<file path="src/rtl/zqc_pkg.sv">
// package of constants and types for the impedance calibration sequencer
package zqc_pkg;

  // ****************************************
  // timing (ns) and derived cycle counts
  // ****************************************
  localparam int CLK_PERIOD_NS = 40;
  // calibration windows in clock cycles
  localparam int ZQINIT_CYC_DEF = 512;
  localparam int ZQOPER_CYC_DEF = 256;
  localparam int ZQCS_CYC_DEF = 64;
  // engine run time, shorter than the window of its own command
  localparam int ENG_LONG_CYC_DEF = 200;
  localparam int ENG_SHORT_CYC_DEF = 48;
  localparam int CNT_W = 12;

  // ****************************************
  // command codes and states
  // ****************************************
  typedef enum logic [1:0] {
    ZQC_CMD_NONE = 2'h0,
    ZQC_CMD_LONG = 2'h1,
    ZQC_CMD_SHORT = 2'h2
  } zqc_cmd_t;

  typedef enum logic [1:0] {
    ZQC_IDLE = 2'h0,
    ZQC_CAL = 2'h1,
    ZQC_XFER = 2'h3,
    ZQC_WAIT = 2'h2
  } zqc_state_t;

  localparam int IMP_W = 6;
  localparam logic [5:0] IMP_RST = 6'h20;

endpackage : zqc_pkg

</file>
<file path="src/rtl/zqc_eng_if.sv">
// interface between sequencer and calibration engine
`timescale 1ns/1ps
interface zqc_eng_if;
  import zqc_pkg::*;
  logic start;
  logic [CNT_W-1:0] run_cyc;
  logic done;
  logic [IMP_W-1:0] code;
  logic busy;
  modport seq (output start, output run_cyc, input done, input code, input busy);
  modport eng (input start, input run_cyc, output done, output code, output busy);
endinterface : zqc_eng_if

</file>
<file path="src/rtl/zqc_engine.sv">
// calibration engine: counts run time, produces a new impedance code
`timescale 1ns/1ps
module zqc_engine
  import zqc_pkg::*;
(
  // clock and reset
  input wire logic core_clk,
  input wire logic rst,
  // sequencer side
  zqc_eng_if.eng eng,
  // comparator from the resistor pad
  input wire logic cmp_hi
);

  logic [CNT_W-1:0] cnt_r, cnt_nxt;
  logic [IMP_W-1:0] code_r, code_nxt;
  logic busy_r, busy_nxt;
  logic done_r, done_nxt;

  always_comb
  begin
    cnt_nxt = cnt_r;
    code_nxt = code_r;
    busy_nxt = busy_r;
    done_nxt = 1'b0;
    if (eng.start)
    begin
      busy_nxt = 1'b1;
      cnt_nxt = eng.run_cyc;
    end
    else if (busy_r)
    begin
      // successive step towards the pad balance
      if (cmp_hi && code_r != 6'h3F)
        code_nxt = code_r + 6'h01;
      else if (!cmp_hi && code_r != 6'h00)
        code_nxt = code_r - 6'h01;
      if (cnt_r <= 12'h001)
      begin
        busy_nxt = 1'b0;
        done_nxt = 1'b1;
      end
      else
        cnt_nxt = cnt_r - 12'h001;
    end
  end

  always_ff @(posedge core_clk or posedge rst)
  begin
    if (rst)
    begin
      cnt_r <= '0;
      code_r <= IMP_RST;
      busy_r <= 1'b0;
      done_r <= 1'b0;
    end
    else
    begin
      cnt_r <= cnt_nxt;
      code_r <= code_nxt;
      busy_r <= busy_nxt;
      done_r <= done_nxt;
    end
  end

  assign eng.done = done_r;
  assign eng.code = code_r;
  assign eng.busy = busy_r;

endmodule // zqc_engine

</file>
<file path="src/rtl/zqc_seq.sv">
// impedance calibration sequencer inside the memory device
`timescale 1ns/1ps
module zqc_seq
  import zqc_pkg::*;
#(
  parameter int ZQINIT_CYC = ZQINIT_CYC_DEF,
  parameter int ZQOPER_CYC = ZQOPER_CYC_DEF,
  parameter int ZQCS_CYC = ZQCS_CYC_DEF,
  parameter int ENG_LONG_CYC = ENG_LONG_CYC_DEF,
  parameter int ENG_SHORT_CYC = ENG_SHORT_CYC_DEF
)
(
  // clock and reset
  input wire logic core_clk,
  input wire logic rst,
  // decoded command from the command decoder
  input wire zqc_cmd_t cmd,
  input wire logic dll_relock,
  input wire logic sr_exit,
  // pad comparator
  input wire logic cmp_hi,
  // IO impedance and status
  output logic [IMP_W-1:0] io_code,
  output logic zq_current_en,
  output logic cal_busy,
  output logic first_long_done
);

  zqc_eng_if eif ();

  zqc_engine u_eng (
    .core_clk(core_clk),
    .rst(rst),
    .eng(eif.eng),
    .cmp_hi(cmp_hi)
  );

  // ****************************************
  // sequencer state
  // ****************************************
  zqc_state_t st_r, st_nxt;
  logic [CNT_W-1:0] win_r, win_nxt;
  logic first_r, first_nxt;
  logic [IMP_W-1:0] io_r, io_nxt;
  logic start_nxt, start_r;
  logic [CNT_W-1:0] run_r, run_nxt;

  always_comb
  begin
    st_nxt = st_r;
    win_nxt = win_r;
    first_nxt = first_r;
    io_nxt = io_r;
    start_nxt = 1'b0;
    run_nxt = run_r;
    unique case (st_r)
      ZQC_IDLE:
      begin
        // accepted regardless of relock; self-refresh exit alone starts nothing
        if (cmd == ZQC_CMD_LONG)
        begin
          st_nxt = ZQC_CAL;
          start_nxt = 1'b1;
          run_nxt = CNT_W'(ENG_LONG_CYC);
          win_nxt = first_r ? CNT_W'(ZQOPER_CYC - 1) : CNT_W'(ZQINIT_CYC - 1);
          first_nxt = 1'b1;
        end
        else if (cmd == ZQC_CMD_SHORT)
        begin
          st_nxt = ZQC_CAL;
          start_nxt = 1'b1;
          run_nxt = CNT_W'(ENG_SHORT_CYC);
          win_nxt = CNT_W'(ZQCS_CYC - 1);
        end
      end
      ZQC_CAL:
      begin
        win_nxt = win_r - 12'h001;
        if (eif.done)
          st_nxt = ZQC_XFER;
      end
      ZQC_XFER:
      begin
        win_nxt = win_r - 12'h001;
        io_nxt = eif.code;
        st_nxt = ZQC_WAIT;
      end
      ZQC_WAIT:
      begin
        win_nxt = win_r - 12'h001;
        if (win_r == '0)
          st_nxt = ZQC_IDLE;
      end
    endcase
  end

  always_ff @(posedge core_clk or posedge rst)
  begin
    if (rst)
    begin
      st_r <= ZQC_IDLE;
      win_r <= '0;
      first_r <= 1'b0;
      io_r <= IMP_RST;
      start_r <= 1'b0;
      run_r <= '0;
    end
    else
    begin
      st_r <= st_nxt;
      win_r <= win_nxt;
      first_r <= first_nxt;
      io_r <= io_nxt;
      start_r <= start_nxt;
      run_r <= run_nxt;
    end
  end

  assign eif.start = start_r;
  assign eif.run_cyc = run_r;
  assign io_code = io_r;
  assign zq_current_en = eif.busy;
  assign cal_busy = (st_r != ZQC_IDLE);
  assign first_long_done = first_r;

  // ****************************************
  // window bounds and length tracking for checks
  // ****************************************
  localparam int INIT_LAST = ZQINIT_CYC - 1;
  localparam int OPER_LAST = ZQOPER_CYC - 1;
  localparam int SHORT_LAST = ZQCS_CYC - 1;

  logic [CNT_W-1:0] len_r, len_nxt;
  logic [CNT_W-1:0] exp_r, exp_nxt;

  // busy cycles counted from the accepting edge
  always_comb
  begin
    len_nxt = len_r;
    exp_nxt = exp_r;
    if (!cal_busy && cmd == ZQC_CMD_LONG)
    begin
      len_nxt = '0;
      exp_nxt = first_r ? CNT_W'(ZQOPER_CYC) : CNT_W'(ZQINIT_CYC);
    end
    else if (!cal_busy && cmd == ZQC_CMD_SHORT)
    begin
      len_nxt = '0;
      exp_nxt = CNT_W'(ZQCS_CYC);
    end
    else if (cal_busy)
      len_nxt = len_r + 12'h001;
  end

  always_ff @(posedge core_clk or posedge rst)
  begin
    if (rst)
    begin
      len_r <= '0;
      exp_r <= '0;
    end
    else
    begin
      len_r <= len_nxt;
      exp_r <= exp_nxt;
    end
  end
endmodule // zqc_seq

</file>
<file path="config.mk">
export PLATFORM = sky130hd
export DESIGN_NAME = zqc_seq
export DESIGN_NICKNAME = d
export VERILOG_FILES = /design/src/rtl/zqc_pkg.sv /design/src/rtl/zqc_eng_if.sv /design/src/rtl/zqc_engine.sv /design/src/rtl/zqc_seq.sv
export SDC_FILE = /design/constraint.sdc
export NUM_CORES = 1
export LEC_CHECK = 0
export BUFFER_PORTS_ARGS = -buffer_cell sky130_fd_sc_hd__buf_4
export CAP_MARGIN = 20
export CORE_MARGIN = 1.5
export CORE_UTILIZATION = 60
export DETAILED_ROUTE_END_ITERATION = 10
export PLACE_DENSITY = 0.89
export SLEW_MARGIN = 20
export SYNTH_ARGS = -nofsm -noshare
export SYNTH_HDL_FRONTEND = slang
export SYNTH_HIERARCHICAL = 1
export SYNTH_SLANG_ARGS = --single-unit
</file>
<file path="constraint.sdc">
create_clock -name core_clk -period 6.8 [get_ports core_clk]
set_clock_uncertainty 0.2 [all_clocks]
set_input_delay 1.7 -clock core_clk [delete_from_list [all_inputs] [get_ports core_clk]]
set_output_delay 1.7 -clock core_clk [all_outputs]
set_load 0.01 [all_outputs]
</file>
== After elaboration in Yosys (flattened, before gate mapping) ==
Index checks and enable logic that the tools add are counted.

* Flip-flop bits (word level): 54
* Input bits: 7
* Output and inout port bits: 9
* Word-level logic and storage cells: 67

* Add/sub/neg operators: 4
* $lt $le $gt $ge: 1
* Equality and inequality tests: 10
* Mux-type cells: 25
* Bitwise operators: 1
* Reduce and logical (&&, ||, !) cells: 16

{| class="wikitable"
|+ Operator list
! cell !! count
|-
| two-way mux 12 bit || 7
|-
| case mux 12 bit (2 select lines) || 1
|-
| subtractor 12 x 1 -> 12 bit (second input constant) || 2
|-
| less-or-equal comparator 12 x 1 -> 1 bit (second input constant) || 1
|-
| logical NOT 12 bit || 1
|-
| two-way mux 6 bit || 2
|-
| two-way mux 1 bit || 9
|-
| two-way mux 9 bit || 1
|-
| two-way mux 2 bit || 4
|-
| case mux 2 bit (4 select lines) || 1
|-
| nonzero test 2 bit || 4
|-
| adder 6 x 1 -> 6 bit (second input constant) || 1
|-
| equality test 2 bit (second input constant) || 3
|-
| inequality test 6 bit (second input constant) || 1
|-
| AND reduction 2 bit || 3
|-
| AND reduction 3 bit || 2
|-
| nonzero test 6 bit || 1
|-
| subtractor 6 x 1 -> 6 bit (second input constant) || 1
|-
| equality test 2 x 1 -> 1 bit (second input constant) || 2
|-
| inequality test 2 bit (second input constant) || 2
|-
| inequality test 3 bit (second input constant) || 1
|-
| OR reduction 3 bit || 1
|-
| logical AND 1 bit || 2
|-
| logical NOT 2 bit || 1
|-
| 3 further kinds || 3
|}

== Longest topological paths before layout ==
Gate-level depths: netlist (run 1).

* Depth in word-level cells: 4
* Mapped depth: 9
* Depth with buffers taken out: 9

== Hierarchy ==
Netlist (run 1), hierarchy kept.

{| class="wikitable"
|+ Modules (own cells, without submodules)
! module !! instances !! cells each !! area each (sq um) !! seq. area each (sq um)
|-
| zqc_engine || 1 || 145 || 1303.8 || 501.7
|-
| zqc_seq || 1 || 118 || 1139.8 || 601.8
|}

== Worst setup path after synthesis (run 1) ==
OpenSTA, ideal clock, no wires.

* Path type: input -> register
* From: input cmp_hi
* To: register u_eng.code_r[5], in the netlist u_eng/eng.code[5]
* Library setup time: 0.091 ns
* Arrival time: 3.154 ns
* Required time: 6.509 ns
* Slack: 3.355 ns
* Stages on the path: 8
* Path buffers: 1
* Cells stage by stage: clkbuf_1 -> nand2_1 -> ha_1 -> nand2_1 -> o221ai_1 -> a21oi_1 -> mux2i_1 -> o31ai_1

* Cells in the longest elaborated chain, start to end: 4
* Elaborated cells on any way between the ends: 6
* Those cells by class: mux: 1; reduce/logical: 5

{| class="wikitable"
|+ Ends and longest elaborated chain
! what !! line !! text
|-
| start: declaration || zqc_seq.sv:21 || <nowiki>input wire logic cmp_hi,</nowiki>
|-
| logical NOT 1 bit || zqc_engine.sv:36 || <nowiki>else if (!cmp_hi && code_r != 6'h00)</nowiki>
|-
| logical AND 1 bit || zqc_engine.sv:36 ||
|-
| nonzero test 2 bit (no line) || - ||
|-
| AND reduction 3 bit (no line) || - ||
|-
| end signal: assignment || zqc_engine.sv:60 || <nowiki>code_r <= code_nxt;</nowiki>
|-
| end: declaration || zqc_engine.sv:16 || <nowiki>logic [IMP_W-1:0] code_r, code_nxt;</nowiki>
|}

Parallel ways exist; a longest one is shown, timed or not.
A chain may end at the register's enable or synchronous reset.

== Worst setup path after layout (run 1) ==
* From: register st_r[1]
* To: output cal_busy

* Cells in the longest elaborated chain, start to end: 1

{| class="wikitable"
|+ Ends and longest elaborated chain
! what !! line !! text
|-
| start: declaration || zqc_seq.sv:41 || <nowiki>zqc_state_t st_r, st_nxt;</nowiki>
|-
| start signal: assignment || zqc_seq.sv:110 || <nowiki>st_r <= st_nxt;</nowiki>
|-
| nonzero test 2 bit || zqc_seq.sv:123 || <nowiki>assign cal_busy = (st_r != ZQC_IDLE);</nowiki>
|-
| end: declaration || zqc_seq.sv:25 || <nowiki>output logic cal_busy,</nowiki>
|}

Every way passes these cells.

==> flow_summary.json, run 1 <==
{
  "cts_buffer_depth": 2,
  "critPathMaxFanout": 19,
  "synth-main-ff-cell": "dfrtp_1",
  "startpoint_type": "flop",
  "cap_violations": 0,
  "ys_async_sr_fraction": 1.000,
  "synth_cell_types": 55,
  "setup_viol": 0,
  "yosys_register_bits": 44,
  "grt_first_pass_wirelength_um": 7983,
  "cts_setup_buffers": 0,
  "yosysMostFrequentCell": "dfrtp_1",
  "status": "finished clean",
  "stdcell_count": 333,
  "area_delta_synth_final_pct": 10.45,
  "relSlewSlack": 0.3988,
  "worstPathRequired_ns": 4.90,
  "wl_um": 4798,
  "fmax_ghz": 0.2400,
  "synth_edf_count": 0,
  "synth_top_area_share": 0.4301,
  "finalNetCount": 297,
  "numClockSinks": 44,
  "n_antenna_cell": 0,
  "grt_max_degree": 25,
  "synthTopCellsByCount": "42 x dfrtp_1, 35 x nand2_1, 24 x nor2_1",
  "synth_cells": 263,
  "die_area_um2": 4464,
  "htree_num_levels": 2,
  "maxSlewViolCount": 0,
  "min_period_ns": 4.166,
  "drc": 0,
  "syn_area_um2": 2444,
  "cts_resized": 0,
  "cts_buffers": 5,
  "antenna_found_initial": 0,
  "ios": 16,
  "critical_path_class": "reg2out",
  "finalCritPeriodShare": 0.6127,
  "end_kind": "output pin",
  "die-width_um": 66.82,
  "leakage_nw": 1.159,
  "avgRoutedWirePerCell_um": 14.41,
  "rows": 23,
  "ys_warn_count": 6,
  "hpwl_um": 3367,
  "power_density_nw_per_um2": 226.5,
  "cp.arrival_ns": 2.27,
  "io_buffers": 13,
  "initial_core_util": 0.6198,
  "die_y_um": 66.82,
  "via_count": 1999,
  "drt-initial-drc-count": 114,
  "syn-mean-instance-area_um2": 9.291,
  "synthTopCellsByArea": "dfrtp_1 43%, nand2_1 5.4%, ha_1 4.1%",
  "yosysTopAreaCell": "dfrtp_1",
  "track_usage": 0.2399,
  "hold_violations": 0,
  "ir_drop_uv": 199.8,
  "grt_setup_unrepaired": "no",
  "antenna_left": 0,
  "dr.pass1.iters": 4,
  "drive_gt1_frac": 0.1449,
  "insertion_delay_ns": 0.30,
  "tns_ns": 0,
  "hold_class": "reg2reg",
  "cts_tree": "done",
  "p_total_mw": 0.6113,
  "core_um2": 3943,
  "post-place-cells": 325,
  "cts_root_buf": "clkbuf_8",
  "gr-total-overflow": 0,
  "hold_buffers": 0,
  "routabilityCongestion": 0.8745,
  "ys_seq_area_frac": 0.4516,
  "tightestPinTransition_ns": 0.9008,
  "grt_pass1_vias": 1833,
  "via_per_inst": 6.003,
  "clkTransAtPathRegs_ns": 0.08
}
-- worst max-delay path, stage by stage, from the launching register on --
cell	delay, ns
dfrtp_1	0.43
nor2_1	0.57
clkinv_1	0.64
buf_4	0.33
-- final timing paths --
path	cells past startpoint	endpoint	startpoint	slack (ns)
min in group asynchronous	2	u_eng/cnt_r[1]	rst	1.35
max in group asynchronous	2	win_r[10]	rst	4.44
hold reg to reg	1	first_long_done	first_long_done	0.29
setup / recovery	3	cal_busy	st_r[1]	2.63
hold / removal	1	first_long_done	first_long_done	0.29
setup reg to reg	5	win_r[7]	st_r[1]	3.99
-- registers in the layout (all words and copies together) (netlist names), 2 cells and up --
name and count:
u_eng/cnt_r 12, u_eng/eng.code 6, win_r 12, st_r 2
io_code 6, eif.run_cyc 2
-- logic make-up after synthesis --
| kind of cell | count (synthesis) | synth area share |
|---|---|---|
| muxes | 13 | 0.05735 |
| xor gates and xnor gates | 10 | 0.03584 |
| AOI/OAI and AO/OA | 64 | 0.1633 |
| and+or+nand+nor | 99 | 0.2089 |
| DFF | 44 | 0.4516 |
| buffers and inverters | 24 | 0.04045 |
| adders and majority gates | 8 | 0.04096 |
| other | 1 | 0.001535 |
-- layout make-up --
class	instances	area [um^2]
Fill cell	300	1244
Multi-Input combinational cell	201	1264
Clock buffer	6	72.57
Timing Repair Buffer	13	97.59
Inverter	17	63.81
Clock inverter	2	35.03
Sequential cell	44	1104
Tap cell	50	62.56
-- where the power goes --
| part | leakage, nW | switching [mW] | internal (mW) | total, mW |
|---|---|---|---|---|
| Combinational | 0.602 | 0.0531 | 0.0402 | 0.0934 |
| Clock | 0.0552 | 0.0886 | 0.109 | 0.198 |
| Sequential | 0.502 | 0.0321 | 0.288 | 0.320 |
| Total | 1.16 | 0.174 | 0.437 | 0.611 |
-- metrics by stage --
step,hold slack [ns],utilization,instance area [um^2],worst slack [ns]
after global routing,0.3252,0.6845,2699,2.459
after global placement,0.2727,0.6573,2591,2.988
after detailed placement,0.2748,0.6573,2591,3.005
final,0.2891,0.6845,2699,2.634
after CTS,0.2922,0.6845,2699,2.660
after floorplan,0.2513,-,2466,3.355
-- per-layer routing --
| layer | vias to the layer above | GRT usage | wire [um] |
|---|---|---|---|
| li1 | 968 | - | - |
| met1 | 966 | 0.3020 | 2053 |
| met2 | 61 | 0.4013 | 2496 |
| met3 | 4 | 0.05574 | 211 |
| met4 | 0 | 0.08929 | 36 |
| met5 | - | 0 | 0 |
-- layout by cell type, fill, tap and decap left out, types with 2 or more instances in the layout --
cell / instances
nor4b_1: 2
o221a_2: 2
dfstp_2: 2
o31ai_1: 4
clkbuf_8: 5
a31oi_1: 6
nand3_1: 2
nand2b_1: 4
nor2_1: 24
o21ai_0: 14
dfrtp_1: 42
ha_1: 8
nand4_1: 4
inv_1: 16
buf_4: 13
o21a_1: 2
nand2_1: 35
nand4b_1: 2
o21ai_1: 5
o22ai_1: 2
mux2i_1: 5
nor3_1: 5
a21oi_1: 17
conb_1: 7
or3_1: 3
xor2_1: 7
nor4_1: 4
mux2_2: 8
nor2b_1: 2
xnor2_1: 3
a211oi_1: 2
Power figures use the tool's default switching activity.
==> run 2, diff against run 1 <==
Settings changed: CORE_UTILIZATION 60 to 54, PLACE_DENSITY 0.89 to 0.85.
Clock period 6.8 ns to 3.8 ns, I/O delays scaled along.
==> run 2 against run 1 <==
Effect of this change:
- count of clock-buffer cells in the layout did not move
- core utilization fell by 6.4 points
- critical path depth rose by 5
- sequential power rose by 79%
- die area rose by 11%
- non-clock buffer count rose by 2
- via count fell by 3.0%
- clock power rose by 55%
- sequential share of layout area barely moved
- power rose by 70%
- largest cell class unchanged
- largest power group unchanged
- highest routed layer unchanged
==> flow_summary.json, run 2 (same netlist as run 1, synthesis figures left out) <==
{
  "initial_core_util": 0.5612,
  "grt_max_degree": 25,
  "ios": 16,
  "avgRoutedWirePerCell_um": 14.09,
  "relSlewSlack": 0.4218,
  "insertion_delay_ns": 0.30,
  "power_density_nw_per_um2": 385.6,
  "ir_drop_uv": 234.4,
  "htree_num_levels": 2,
  "tightestPinTransition_ns": 0.8620,
  "wl_um": 4750,
  "cts_setup_buffers": 0,
  "hold_buffers": 0,
  "grt_setup_unrepaired": "no",
  "status": "finished clean",
  "track_usage": 0.2159,
  "core_um2": 4354,
  "die-width_um": 70.27,
  "leakage_nw": 1.160,
  "rows": 24,
  "dr.pass1.iters": 4,
  "clkTransAtPathRegs_ns": 0.08,
  "hold_violations": 0,
  "layout_commonest_cell": "dfrtp_1",
  "end_kind": "flop",
  "tns_ns": 0,
  "hpwl_um": 3396,
  "maxSlewViolCount": 0,
  "via_per_inst": 5.754,
  "cts_buffer_depth": 2,
  "critPathMaxFanout": 13,
  "hold_class": "reg2reg",
  "worstPathRequired_ns": 3.81,
  "most-common-layout-cells": "42 x dfrtp_1, 35 x nand2_1, 24 x nor2_1",
  "finalCritPeriodShare": 0.6430,
  "p_int_mw": 0.7328,
  "numClockSinks": 44,
  "final_cell_area_um2": 2701,
  "io_buffers": 13,
  "p_switching_mw": 0.3088,
  "finalNetCount": 299,
  "largestRegisters": "u_eng/cnt_r: 12 flops, win_r: 12 flops",
  "antenna_left": 0,
  "critical_path_class": "in2reg",
  "cap_violations": 0,
  "routabilityCongestion": 0.8572,
  "drc": 0,
  "fmax_ghz": 0.4093,
  "startpoint_type": "primary input",
  "die_area_um2": 4938,
  "gr-total-overflow": 0,
  "area_delta_synth_final_pct": 10.55,
  "cts_resized": 0,
  "setup_viol": 0,
  "drive_gt1_frac": 0.1544,
  "cts_root_buf": "clkbuf_8",
  "p_comb_frac": 0.158,
  "clockPowerShare": 0.293,
  "antenna_found_initial": 0,
  "n_antenna_cell": 0,
  "switching_share": 0.2965,
  "cts_buffers": 5,
  "grt_pass1_vias": 2032,
  "min_period_ns": 2.443,
  "drt-initial-drc-count": 148,
  "grt_first_pass_wirelength_um": 8569,
  "cts_tree": "done",
  "die_y_um": 70.27,
  "via_count": 1939,
  "p_seq_frac": 0.549,
  "dpl_cell_area_um2": 2609,
  "cp.arrival_ns": 2.45
}
==> run 2: final cells by class <==
| type | count | area, um^2 |
|---|---|---|
| Sequential cell | 44 | 1104 |
| Tap cell | 52 | 65.06 |
| Fill cell | 353 | 1653 |
| Timing Repair Buffer | 15 | 112.6 |
| Inverter | 17 | 63.81 |
| Multi-Input combinational cell | 201 | 1264 |
| Clock inverter | 2 | 10.01 |
| Clock buffer | 6 | 82.58 |
==> run 2: worst paths after layout <==
| kind | from | endpoint | slack [ns] | cells past startpoint |
|---|---|---|---|---|
| worst min register to register | first_long_done | first_long_done | 0.29 | 1 |
| worst max register to register | u_eng/eng.code[2] | u_eng/eng.code[5] | 1.39 | 9 |
| worst max-delay path | cmp_hi | u_eng/eng.code[5] | 1.36 | 8 |
| min in group asynchronous | rst | io_code[4] | 0.52 | 2 |
| worst min-delay path | first_long_done | first_long_done | 0.29 | 1 |
| max in group asynchronous | rst | u_eng/cnt_r[3] | 2.34 | 2 |
==> run 2: critical path, cell delays in order <==
cell and delay (ns):
buf_4 0.15, nand2_1 0.13, ha_1 0.36, nand2_1 0.07
o221ai_1 0.30, a21oi_1 0.15, mux2i_1 0.14, o31ai_1 0.21
==> run 2: stage by stage <==
step | hold WS, ns | std cells | utilization | worst slack (ns) | power (mW)
detailed placement | 0.2811 | 329 | 0.5991 | 1.083 | 0.7438
global placement | 0.2734 | 329 | 0.5991 | 1.127 | 0.7331
finish | 0.2926 | 337 | 0.6204 | 1.357 | 1.042
CTS | 0.3002 | 337 | 0.6204 | 1.389 | 1.047
floorplan | 0.2513 | 269 | - | 1.105 | 0.6970
global route | 0.3242 | 337 | 0.6204 | 1.217 | 1.102
==> run 2: power groups by stage <==
stage | Combinational (mW) | Clock [mW] | Sequential, mW
floorplan | 0.130 | 0 | 0.567
global placement | 0.156 | 0 | 0.577
detailed placement | 0.165 | 0 | 0.579
CTS | 0.164 | 0.312 | 0.571
global route | 0.189 | 0.331 | 0.582
finish | 0.164 | 0.306 | 0.572
==> run 2: layer usage <==
metal | part of all wire | vias up | global-route usage
li1 | - | 967 | -
met1 | 0.46 | 933 | 0.2686
met2 | 0.50 | 35 | 0.3732
met3 | 0.032 | 4 | 0.05339
met4 | 0.0082 | 0 | 0.05769
met5 | 0 | - | 0
